<file path="src/logic/cfsw_map.vh">
// Purpose: Constants for the CPU frequency select and watchdog recovery block
// Assumes: Byte-wide register port driven by an SMBus engine on MCLK_I
// Notes: Offsets are byte indices of the control-byte space

`ifndef CFSW_MAP_VH
`define CFSW_MAP_VH

// Register byte offsets
`define CFSW_OFS_CTRL       8'h00
`define CFSW_OFS_CPU_NUM    8'h01
`define CFSW_OFS_CPU_DEN    8'h02
`define CFSW_OFS_REC_NUM    8'h03
`define CFSW_OFS_REC_DEN    8'h04
`define CFSW_OFS_WDOG       8'h05
`define CFSW_OFS_RSTCTL     8'h06
`define CFSW_OFS_STATUS     8'h07
`define CFSW_OFS_SPARE_A    8'h10
`define CFSW_OFS_SPARE_B    8'h11

// Control byte fields
`define CFSW_CTRL_PROG_BIT  7
`define CFSW_CTRL_BYP_BIT   6
`define CFSW_CTRL_RSRC_BIT  5
// Watchdog byte fields
`define CFSW_WD_RUN_BIT     7
`define CFSW_WD_FLAG_BIT    6
`define CFSW_WD_TSEL_BIT    5
// Reset control byte fields
`define CFSW_RST_WD_BIT     7
`define CFSW_RST_FC_BIT     6
// Status byte fields
`define CFSW_STAT_REC_BIT   7

// Reset values
`define CFSW_RST_BYTE       8'h00
`define CFSW_RST_CODE       5'h00
`define CFSW_RST_WDVAL      5'h00

// Timing
`define CFSW_CLK_HZ         100000000
`define CFSW_WD_SHORT_US    150000
`define CFSW_WD_LONG_US     2500000
`define CFSW_WD_SHORT_CYC   28'h0E4_E1C0
`define CFSW_WD_LONG_CYC    28'hEE6_B280
`define CFSW_RST_PULSE_CYC  8'h10
`define CFSW_STRAP_SETTLE   2'h3

`endif

</file>
<file path="src/logic/cfsw_top.v">
// Purpose: Frequency selection and watchdog recovery control for a clock generator
// Assumes: SMBus engine on MCLK_I presents byte writes and reads; straps are async pins
// Notes: Frequencies are reported in units of 0.1 MHz; the PLL itself is outside

`timescale 1ns/100ps

`include "cfsw_map.vh"

module cfsw_top #(
   parameter [27:0] WD_SHORT_CYCLES = `CFSW_WD_SHORT_CYC,
   parameter [27:0] WD_LONG_CYCLES = `CFSW_WD_LONG_CYC,
   parameter [7:0] RST_PULSE_CYCLES = `CFSW_RST_PULSE_CYC
) (
   input wire MCLK_I,
   input wire SRST_I,
   input wire [4:0] STRAP_I,
   input wire REG_WR_I,
   input wire [7:0] REG_ADDR_I,
   input wire [7:0] REG_WDATA_I,
   output reg [7:0] REG_RDATA_O,
   output reg CPU_PROG_O,
   output reg [7:0] CPU_NUM_O,
   output reg [6:0] CPU_DEN_O,
   output reg [4:0] RATIO_CODE_O,
   output reg [11:0] CPU_FREQ_O,
   output reg [9:0] MID_FREQ_O,
   output reg [8:0] PCI_FREQ_O,
   output reg CODE_RSVD_O,
   output reg FREQ_LOAD_O,
   output reg RECOVERY_O,
   output reg WD_EXPIRED_O,
   output reg SYS_RESET_O
);

////////////////////////////////////////////////////////////////////////////////

localparam WD_IDLE = 2'b00;
localparam WD_ARMED = 2'b01;
localparam WD_COUNT = 2'b10;
localparam WD_DONE = 2'b11;

// Fixed rate table: {cpu, mid_speed_clock, pci} in 0.1 MHz, gear 48.00741 for all codes
function [30:0] rate_of;
   input [4:0] code;
   begin
      case (code)
         5'h00: rate_of = {12'h618, 10'h30C, 9'h186};
         5'h01: rate_of = {12'h604, 10'h302, 9'h181};
         5'h02: rate_of = {12'h5F0, 10'h2F8, 9'h17C};
         5'h03: rate_of = {12'h5BE, 10'h2DF, 9'h170};
         5'h04: rate_of = {12'h5A0, 10'h2D0, 9'h168};
         5'h05: rate_of = {12'h58C, 10'h2C6, 9'h163};
         5'h06: rate_of = {12'h564, 10'h2B2, 9'h159};
         5'h07: rate_of = {12'h550, 10'h2A8, 9'h154};
         5'h08: rate_of = {12'h4D8, 10'h26C, 9'h136};
         5'h09: rate_of = {12'h4C4, 10'h262, 9'h131};
         5'h0A: rate_of = {12'h492, 10'h30C, 9'h186};
         5'h0B: rate_of = {12'h47E, 10'h2FF, 9'h17F};
         5'h0C: rate_of = {12'h46A, 10'h2F1, 9'h179};
         5'h0D: rate_of = {12'h438, 10'h2D0, 9'h168};
         5'h0E: rate_of = {12'h41A, 10'h2BC, 9'h15E};
         5'h0F: rate_of = {12'h3FC, 10'h2A8, 9'h154};
         5'h13: rate_of = {12'h7D0, 10'h29A, 9'h14D};
         5'h14: rate_of = {12'h76C, 10'h2F8, 9'h17C};
         5'h15: rate_of = {12'h708, 10'h2D0, 9'h168};
         5'h16: rate_of = {12'h6A4, 10'h2A8, 9'h154};
         5'h17: rate_of = {12'h5DC, 10'h2EE, 9'h177};
         5'h18: rate_of = {12'h578, 10'h2BC, 9'h15E};
         5'h19: rate_of = {12'h4B0, 10'h258, 9'h12C};
         5'h1A: rate_of = {12'h44C, 10'h2DD, 9'h14D};
         5'h1B: rate_of = {12'h29A, 10'h29A, 9'h14D};
         5'h1C: rate_of = {12'h7D0, 10'h29A, 9'h14D};
         5'h1D: rate_of = {12'h682, 10'h29A, 9'h14D};
         5'h1E: rate_of = {12'h3E8, 10'h29A, 9'h14D};
         5'h1F: rate_of = {12'h535, 10'h29A, 9'h14D};
         default: rate_of = 31'h0000_0000;
      endcase
   end
endfunction

////////////////////////////////////////////////////////////////////////////////
// Registers

reg prog_enable;
reg strap_bypass_select;
reg recovery_source_select;
reg [4:0] sel_code;
reg [7:0] cpu_numerator;
reg [6:0] cpu_denominator;
reg [7:0] recovery_numerator;
reg [6:0] recovery_denominator;
reg watchdog_run;
reg watchdog_tick_select;
reg [4:0] watchdog_count_value;
reg reset_on_expiry_enable;
reg reset_on_retune_enable;
reg watchdog_expired_flag;
reg recovery_active;

wire wr_ctrl = REG_WR_I && (REG_ADDR_I == `CFSW_OFS_CTRL);
wire wr_cnum = REG_WR_I && (REG_ADDR_I == `CFSW_OFS_CPU_NUM);
wire wr_cden = REG_WR_I && (REG_ADDR_I == `CFSW_OFS_CPU_DEN);
wire wr_rnum = REG_WR_I && (REG_ADDR_I == `CFSW_OFS_REC_NUM);
wire wr_rden = REG_WR_I && (REG_ADDR_I == `CFSW_OFS_REC_DEN);
wire wr_wdog = REG_WR_I && (REG_ADDR_I == `CFSW_OFS_WDOG);
wire wr_rctl = REG_WR_I && (REG_ADDR_I == `CFSW_OFS_RSTCTL);
wire flag_clear = wr_wdog && REG_WDATA_I[`CFSW_WD_FLAG_BIT];
reg wd_expire;

always @(posedge MCLK_I) begin
   if (SRST_I) begin
      prog_enable <= 1'b0;
      strap_bypass_select <= 1'b0;
      recovery_source_select <= 1'b0;
      sel_code <= `CFSW_RST_CODE;
      cpu_numerator <= `CFSW_RST_BYTE;
      cpu_denominator <= 7'h00;
      recovery_numerator <= `CFSW_RST_BYTE;
      recovery_denominator <= 7'h00;
      watchdog_run <= 1'b0;
      watchdog_tick_select <= 1'b0;
      watchdog_count_value <= `CFSW_RST_WDVAL;
      reset_on_expiry_enable <= 1'b0;
      reset_on_retune_enable <= 1'b0;
   end else begin
      if (wr_ctrl) begin
         prog_enable <= REG_WDATA_I[`CFSW_CTRL_PROG_BIT];
         strap_bypass_select <= REG_WDATA_I[`CFSW_CTRL_BYP_BIT];
         recovery_source_select <= REG_WDATA_I[`CFSW_CTRL_RSRC_BIT];
         sel_code <= REG_WDATA_I[4:0];
      end
      if (wr_cnum) begin
         cpu_numerator <= REG_WDATA_I;
      end
      if (wr_cden) begin
         cpu_denominator <= REG_WDATA_I[6:0];
      end
      if (wr_rnum) begin
         recovery_numerator <= REG_WDATA_I;
      end
      if (wr_rden) begin
         recovery_denominator <= REG_WDATA_I[6:0];
      end
      if (wr_wdog) begin
         watchdog_run <= REG_WDATA_I[`CFSW_WD_RUN_BIT];
         watchdog_tick_select <= REG_WDATA_I[`CFSW_WD_TSEL_BIT];
         watchdog_count_value <= REG_WDATA_I[4:0];
      end
      if (wr_rctl) begin
         reset_on_expiry_enable <= REG_WDATA_I[`CFSW_RST_WD_BIT];
         reset_on_retune_enable <= REG_WDATA_I[`CFSW_RST_FC_BIT];
      end
   end
end

// Flag and recovery: set wins over a clear in the same cycle
always @(posedge MCLK_I) begin
   if (SRST_I) begin
      watchdog_expired_flag <= 1'b0;
      recovery_active <= 1'b0;
   end else if (wd_expire) begin
      watchdog_expired_flag <= 1'b1;
      recovery_active <= 1'b1;
   end else if (flag_clear) begin
      watchdog_expired_flag <= 1'b0;
      recovery_active <= 1'b0;
   end
end

////////////////////////////////////////////////////////////////////////////////
// Strap capture

reg [4:0] strap_meta;
reg [4:0] strap_sync;
reg [4:0] latched_code;
reg [1:0] strap_wait;
reg strap_taken;

always @(posedge MCLK_I) begin
   strap_meta <= STRAP_I;
   strap_sync <= strap_meta;
end

// Waits for the synchroniser to fill, then holds the value until the next reset
always @(posedge MCLK_I) begin
   if (SRST_I) begin
      strap_wait <= 2'h0;
      strap_taken <= 1'b0;
      latched_code <= `CFSW_RST_CODE;
   end else if (!strap_taken) begin
      if (strap_wait == `CFSW_STRAP_SETTLE) begin
         latched_code <= strap_sync;
         strap_taken <= 1'b1;
      end else begin
         strap_wait <= strap_wait + 2'h1;
      end
   end
end

////////////////////////////////////////////////////////////////////////////////
// Frequency selection

reg next_prog;
reg [7:0] next_num;
reg [6:0] next_den;
reg [4:0] next_code;
reg [30:0] next_rate;
reg freq_change;
reg load_pending;

always @* begin
   next_code = strap_bypass_select ? sel_code : latched_code;
   next_prog = 1'b0;
   next_num = CPU_NUM_O;
   next_den = CPU_DEN_O;
   if (recovery_active && !recovery_source_select) begin
      next_code = latched_code;
   end else if (recovery_active) begin
      next_prog = 1'b1;
      next_num = recovery_numerator;
      next_den = recovery_denominator;
   end else if (prog_enable) begin
      next_prog = 1'b1;
      next_num = cpu_numerator;
      next_den = cpu_denominator;
   end
   next_rate = rate_of(next_code);
   freq_change = (next_prog != CPU_PROG_O) || (next_code != RATIO_CODE_O)
      || (next_prog && ((next_num != CPU_NUM_O) || (next_den != CPU_DEN_O)));
end

always @(posedge MCLK_I) begin
   if (SRST_I) begin
      CPU_PROG_O <= 1'b0;
      CPU_NUM_O <= `CFSW_RST_BYTE;
      CPU_DEN_O <= 7'h00;
      RATIO_CODE_O <= `CFSW_RST_CODE;
      CPU_FREQ_O <= 12'h000;
      MID_FREQ_O <= 10'h000;
      PCI_FREQ_O <= 9'h000;
      CODE_RSVD_O <= 1'b0;
      FREQ_LOAD_O <= 1'b0;
      load_pending <= 1'b0;
   end else begin
      CPU_PROG_O <= next_prog;
      CPU_NUM_O <= next_num;
      CPU_DEN_O <= next_den;
      RATIO_CODE_O <= next_code;
      CPU_FREQ_O <= next_rate[30:19];
      MID_FREQ_O <= next_rate[18:9];
      PCI_FREQ_O <= next_rate[8:0];
      CODE_RSVD_O <= (next_rate == 31'h0000_0000);
      // Rewriting an unchanged value still reloads, so the host can force a load;
      // held a cycle so one write gives one pulse, on the edge that moves the outputs
      load_pending <= ((wr_cnum || wr_cden) && prog_enable && !recovery_active)
         || ((wr_rnum || wr_rden) && recovery_active && recovery_source_select);
      FREQ_LOAD_O <= freq_change || load_pending;
   end
end

////////////////////////////////////////////////////////////////////////////////
// Watchdog

reg [1:0] wd_state;
reg [4:0] wd_count;
reg [27:0] wd_tick;
wire [27:0] tick_last = (watchdog_tick_select ? WD_LONG_CYCLES : WD_SHORT_CYCLES) - 28'h1;

always @(posedge MCLK_I) begin
   if (SRST_I) begin
      wd_state <= WD_IDLE;
      wd_count <= `CFSW_RST_WDVAL;
      wd_tick <= 28'h000_0000;
      wd_expire <= 1'b0;
   end else begin
      wd_expire <= 1'b0;
      if (!watchdog_run) begin
         wd_state <= WD_IDLE;
         wd_count <= watchdog_count_value;
         wd_tick <= 28'h000_0000;
      end else begin
         case (wd_state)
            WD_IDLE: begin
               wd_state <= WD_ARMED;
            end
            WD_ARMED: begin
               if (FREQ_LOAD_O) begin
                  wd_state <= WD_COUNT;
                  wd_count <= watchdog_count_value;
                  wd_tick <= 28'h000_0000;
               end
            end
            WD_COUNT: begin
               if (wd_tick == tick_last) begin
                  wd_tick <= 28'h000_0000;
                  // A value of zero expires at the first step
                  if (wd_count <= 5'h01) begin
                     wd_count <= 5'h00;
                     wd_state <= WD_DONE;
                     wd_expire <= 1'b1;
                  end else begin
                     wd_count <= wd_count - 5'h01;
                  end
               end else begin
                  wd_tick <= wd_tick + 28'h000_0001;
               end
            end
            WD_DONE: begin
               wd_state <= WD_DONE;
            end
            default: begin
               wd_state <= WD_IDLE;
            end
         endcase
      end
   end
end

////////////////////////////////////////////////////////////////////////////////
// Reset pulse

reg [7:0] rst_left;
wire rst_trigger = (wd_expire && reset_on_expiry_enable)
   || (FREQ_LOAD_O && reset_on_retune_enable);

always @(posedge MCLK_I) begin
   if (SRST_I) begin
      rst_left <= 8'h00;
      SYS_RESET_O <= 1'b0;
   end else if (rst_left != 8'h00) begin
      rst_left <= rst_left - 8'h01;
      SYS_RESET_O <= (rst_left != 8'h01);
   end else if (rst_trigger) begin
      rst_left <= RST_PULSE_CYCLES;
      SYS_RESET_O <= 1'b1;
   end
end

////////////////////////////////////////////////////////////////////////////////
// Read-back

always @(posedge MCLK_I) begin
   if (SRST_I) begin
      REG_RDATA_O <= 8'h00;
      RECOVERY_O <= 1'b0;
      WD_EXPIRED_O <= 1'b0;
   end else begin
      RECOVERY_O <= recovery_active;
      WD_EXPIRED_O <= watchdog_expired_flag;
      case (REG_ADDR_I)
         `CFSW_OFS_CTRL: REG_RDATA_O <= {prog_enable, strap_bypass_select,
            recovery_source_select, sel_code};
         `CFSW_OFS_CPU_NUM: REG_RDATA_O <= cpu_numerator;
         `CFSW_OFS_CPU_DEN: REG_RDATA_O <= {1'b0, cpu_denominator};
         `CFSW_OFS_REC_NUM: REG_RDATA_O <= recovery_numerator;
         `CFSW_OFS_REC_DEN: REG_RDATA_O <= {1'b0, recovery_denominator};
         `CFSW_OFS_WDOG: REG_RDATA_O <= {watchdog_run, watchdog_expired_flag,
            watchdog_tick_select, watchdog_count_value};
         `CFSW_OFS_RSTCTL: REG_RDATA_O <= {reset_on_expiry_enable,
            reset_on_retune_enable, 6'h00};
         `CFSW_OFS_STATUS: REG_RDATA_O <= {recovery_active, 2'h0, latched_code};
         `CFSW_OFS_SPARE_A: REG_RDATA_O <= 8'h00;
         `CFSW_OFS_SPARE_B: REG_RDATA_O <= 8'h00;
         default: REG_RDATA_O <= 8'h00;
      endcase
   end
end

endmodule

</file>
<file path="config.mk">
export PLATFORM = sky130hd
export DESIGN_NAME = cfsw_top
export DESIGN_NICKNAME = d
export VERILOG_FILES = /design/src/logic/cfsw_top.v
export VERILOG_INCLUDE_DIRS = /design/src /design/src/logic
export SDC_FILE = /design/constraint.sdc
export NUM_CORES = 1
export LEC_CHECK = 0
export BUFFER_PORTS_ARGS = -buffer_cell sky130_fd_sc_hd__buf_2
export CAP_MARGIN = 20
export CORE_MARGIN = 5
export CORE_UTILIZATION = 50
export CTS_BUF_LIST = sky130_fd_sc_hd__clkbuf_4 sky130_fd_sc_hd__clkbuf_8
export DETAILED_ROUTE_END_ITERATION = 8
export GPL_ROUTABILITY_DRIVEN = 0
export HOLD_SLACK_MARGIN = 0.15
export PLACE_DENSITY = 0.75
export SLEW_MARGIN = 20
export SYNTH_ARGS = -nofsm -noshare
export SYNTH_HDL_FRONTEND = slang
export SYNTH_SLANG_ARGS = --single-unit
</file>
<file path="constraint.sdc">
create_clock -name MCLK_I -period 3.54 [get_ports MCLK_I]
set_input_delay 0.177 -clock MCLK_I [delete_from_list [all_inputs] [get_ports MCLK_I]]
set_output_delay 0.177 -clock MCLK_I [all_outputs]
set_load 0.05 [all_outputs]
</file>
==> impl_metrics.yaml <==
drt:
  ant_nets: 0
  firstDrtPassIters: 8
  drt-vias-per-instance: 6.03
  wl_per_cell_um: 17.6
  drc: 0
  route.vias.total: 8032
  drt-total-wl_mm: 23.4
  drt-initial-drc-count: 830
sta:
  finalSetupTns_ns: 0
  fin_crit_sh: 0.779
  slew_violations: 0
  worst_pin_slew_ns: 0.903
  relSlewSlack: 0.398
  skew_ns: 0.0122
  rsz0062_at_grt: "false"
  hold_violations: 0
  period_minus_slack_ns: 2.76
  fmax_mhz: 362
  setup_viol: 0
layout:
  stdcell_count: 1331
  area_delta_synth_final_pct: 11.8
  drive_gt1_frac: 0.146
  regArea_mm2: 0.00342
  diodes: 0
  final_util: 0.569
  final_cell_mix: "dfxtp_1, nor2_1, nand2_1"
  final_common_cell: "dfxtp_1"
  multiInputGateArea_mm2: 0.00494
  nNetsFinal: 1134
  fillers: 1538
critical_path:
  setup.worst_path.end_class: "flop"
  slowest_delay_ns: 0.35
  cp_max_fo: 25
  r2r_slack_ns: 0.78
  worstReg2RegEnd: "PCI_FREQ_O[5]$_SDFF_PP0_"
  critPathRequiredTime_ns: 3.87
  r2r_cells: 10
  worstSetupPathType: "reg2reg"
  crit_chain: "buf_4 -> and2b_1 -> o21ai_1 -> nand2_1 -> inv_2 -> ha_1 -> nand3_1 -> o31ai_1 -> a2bb2oi_1 -> a21oi_1"
  r2r_start: "recovery_source_select$_SDFFE_PP0P_"
  worstPathArrival_ns: 3.09
  endpoint: "PCI_FREQ_O[5]$_SDFF_PP0_"
  cp-startpoint: "recovery_source_select$_SDFFE_PP0P_"
  critPathSlowestCell: "inv_2"
  start_kind: "flop"
logic_synthesis:
  synth_nets: 1075
  ys_seq_elements: 171
  synth-simple-area-share: 0.214
  async_reset_ff_frac: 0
  netlist_instances: 1034
  synth_top_area_share: 0.390
  synthAdderAreaFrac: 0.0242
  ys_types: 72
  ys.flop_type: "dfxtp_1"
  synthesis.area_mm2: 0.00878
  synth_top_family_by_area: "simple AND/OR/NAND/NOR gates"
  synth_mux_area_frac: 0.0861
  yosys_warnings: 0
  synth_xor_area_frac: 0.0489
  seq_area_frac_synth: 0.390
  synth_area_leaders: "dfxtp_1, mux2i_1, nor2_1"
  synth-edff-count: 0
  synth_compound_area_frac: 0.189
  yosysTopAreaCell: "dfxtp_1"
  syn_avg_cell_area_um2: 8.49
floorplan:
  die_h_um: 143
  pin_count: 89
  rows: 48
  fp.dieArea_mm2: 0.0203
  dieWidth_um: 143
  coreArea_mm2: 0.0172
  initial_utilization: 0.509
placement:
  portBuffers: 87
  dp_hpwl_mm: 16.1
  dp.cells: 1285
global_routing:
  grt_max_degree: 86
  grt_pass1_wl_mm: 37.3
  grt_overflow: 0
  antenna_found_initial: 0
  grt.total_usage: 0.226
  grt_pass1_vias: 7128
clock_network:
  cts_buffers: 17
  clock_latency_ns: 0.46
  cts_buffer_depth: 2
  cts_tree: "yes"
  htreeDepth: 4
  root_buffer: "clkbuf_8"
  clock_sinks: 171
  path_clk_slew_ns: 0.09
run:
  maxCapViolCount: 0
power:
  finalPower_mw: 4.62
  ir_worst_vdd_uv: 336
  powerDensity_mw_per_mm2: 471
  total_leakage_power_nw: 3.62
min_path:
  hold_path.class: "in2reg"
status:
  outcome: "finished, final reports clean"
## worst min-delay path by stage
stage               cells past startpoint     startpoint                        end  slack [ns]
CTS                                     4  REG_ADDR_I[6]    load_pending$_SDFF_PP0_        0.20
detailed placement                      1     STRAP_I[3]      strap_meta[3]$_DFF_P_        0.28
finish                                  4  REG_ADDR_I[6]  REG_RDATA_O[7]$_SDFF_PP0_        0.24
global route                            4  REG_ADDR_I[6]  REG_RDATA_O[7]$_SDFF_PP0_        0.23
global placement                        1     STRAP_I[1]      strap_meta[1]$_DFF_P_        0.28
floorplan                               0     STRAP_I[0]      strap_meta[0]$_DFF_P_        0.20
## per-layer routing
layer,GRT usage,part of all wire,up-vias
met1,0.308,0.44,3780
met5,0,0,-
met4,0.0670,0.019,0
li1,-,-,3828
met2,0.352,0.45,383
met3,0.0588,0.093,41
## layout make-up
type / count / share of cell area
clock buffers: 22 / 0.0289
clock inverters: 10 / 0.0144
multi-input cells: 769 / 0.503
well taps: 225 / 0.0287
flip-flops and latches: 171 / 0.349
inverters: 22 / 0.00842
repair buffers: 112 / 0.0673
## synth_stat cells, types with 4 or more instances
| master | number |
|---|---|
| mux2i_1 | 57 |
| nor4_1 | 5 |
| a221oi_1 | 5 |
| nand3_1 | 51 |
| nor3b_1 | 4 |
| a21boi_0 | 4 |
| mux2_2 | 8 |
| o211ai_1 | 4 |
| a31oi_1 | 19 |
| a21o_1 | 4 |
| nand2b_1 | 12 |
| nor3_1 | 19 |
| nor4b_1 | 5 |
| buf_4 | 9 |
| nand2_1 | 91 |
| dfxtp_1 | 171 |
| a21oi_1 | 79 |
| clkbuf_1 | 36 |
| a22oi_1 | 15 |
| o21ai_0 | 32 |
| xnor2_1 | 30 |
| a311oi_1 | 4 |
| inv_1 | 21 |
| or3_1 | 4 |
| nor2b_1 | 28 |
| nor2_1 | 106 |
| nand4_1 | 16 |
| ha_1 | 17 |
| and3_1 | 14 |
| nand3b_1 | 6 |
| buf_2 | 18 |
| o31ai_1 | 5 |
| buf_1 | 8 |
| a22o_1 | 6 |
| xor2_1 | 19 |
| a211oi_1 | 43 |
## metrics by stage
step                setup WS, ns  instance area [µm²]  hold WS, ns
floorplan                   1.03                 8780        0.205
global placement           0.881                 9250        0.280
detailed placement         0.838                 9250        0.281
CTS                        0.816                 9810        0.205
global route               0.597                 9810        0.234
finish                     0.781                 9810        0.242
## state kept, by name (all words and copies together) (netlist names), 2 cells and up
signal,count
rst_left,8
MID_FREQ_O,10
cpu_numerator,8
wd_state,2
latched_code,5
recovery_denominator,7
CPU_DEN_O,7
REG_RDATA_O,8
cpu_denominator,7
RATIO_CODE_O,5
recovery_numerator,8
wd_tick,28
PCI_FREQ_O,6
strap_meta,5
CPU_FREQ_O,11
watchdog_count_value,5
CPU_NUM_O,8
strap_sync,5
sel_code,5
wd_count,5
strap_wait,2
## critical path, delay by kind of cell, from the launching register on
kind / cells / cell delay (ns)
AND/OR/NAND/NOR: 3 / 0.52
flip-flops: 1 / 0.33
AO/OA/AOI/OAI: 4 / 0.74
adder cells (fa/ha/maj): 1 / 0.33
buffers and inverters: 2 / 0.69
## what timing repair did
| action | CTS | global route |
|---|---|---|
| hold buffers | 14 | 0 |
| resized for setup | 0 | 0 |
| endpoints found under the hold margin | 63 | 0 |
| buffers inserted | 0 | 0 |
## power breakdown
| group | switching (mW) | internal [mW] |
|---|---|---|
| combinational | 0.689 | 0.332 |
| sequential | 0.0830 | 2.04 |
| clock | 0.714 | 0.758 |
| total | 1.49 | 3.13 |
## cells by family after synthesis
group,after synthesis
XOR/XNOR,49
adder cells (fa/ha/maj),17
AO/OA/AOI/OAI,252
other,1
multiplexers,70
AND/OR/NAND/NOR,380
buffers and inverters,94
flip-flops,171
Note: power is estimated with default switching activity, not from simulation.
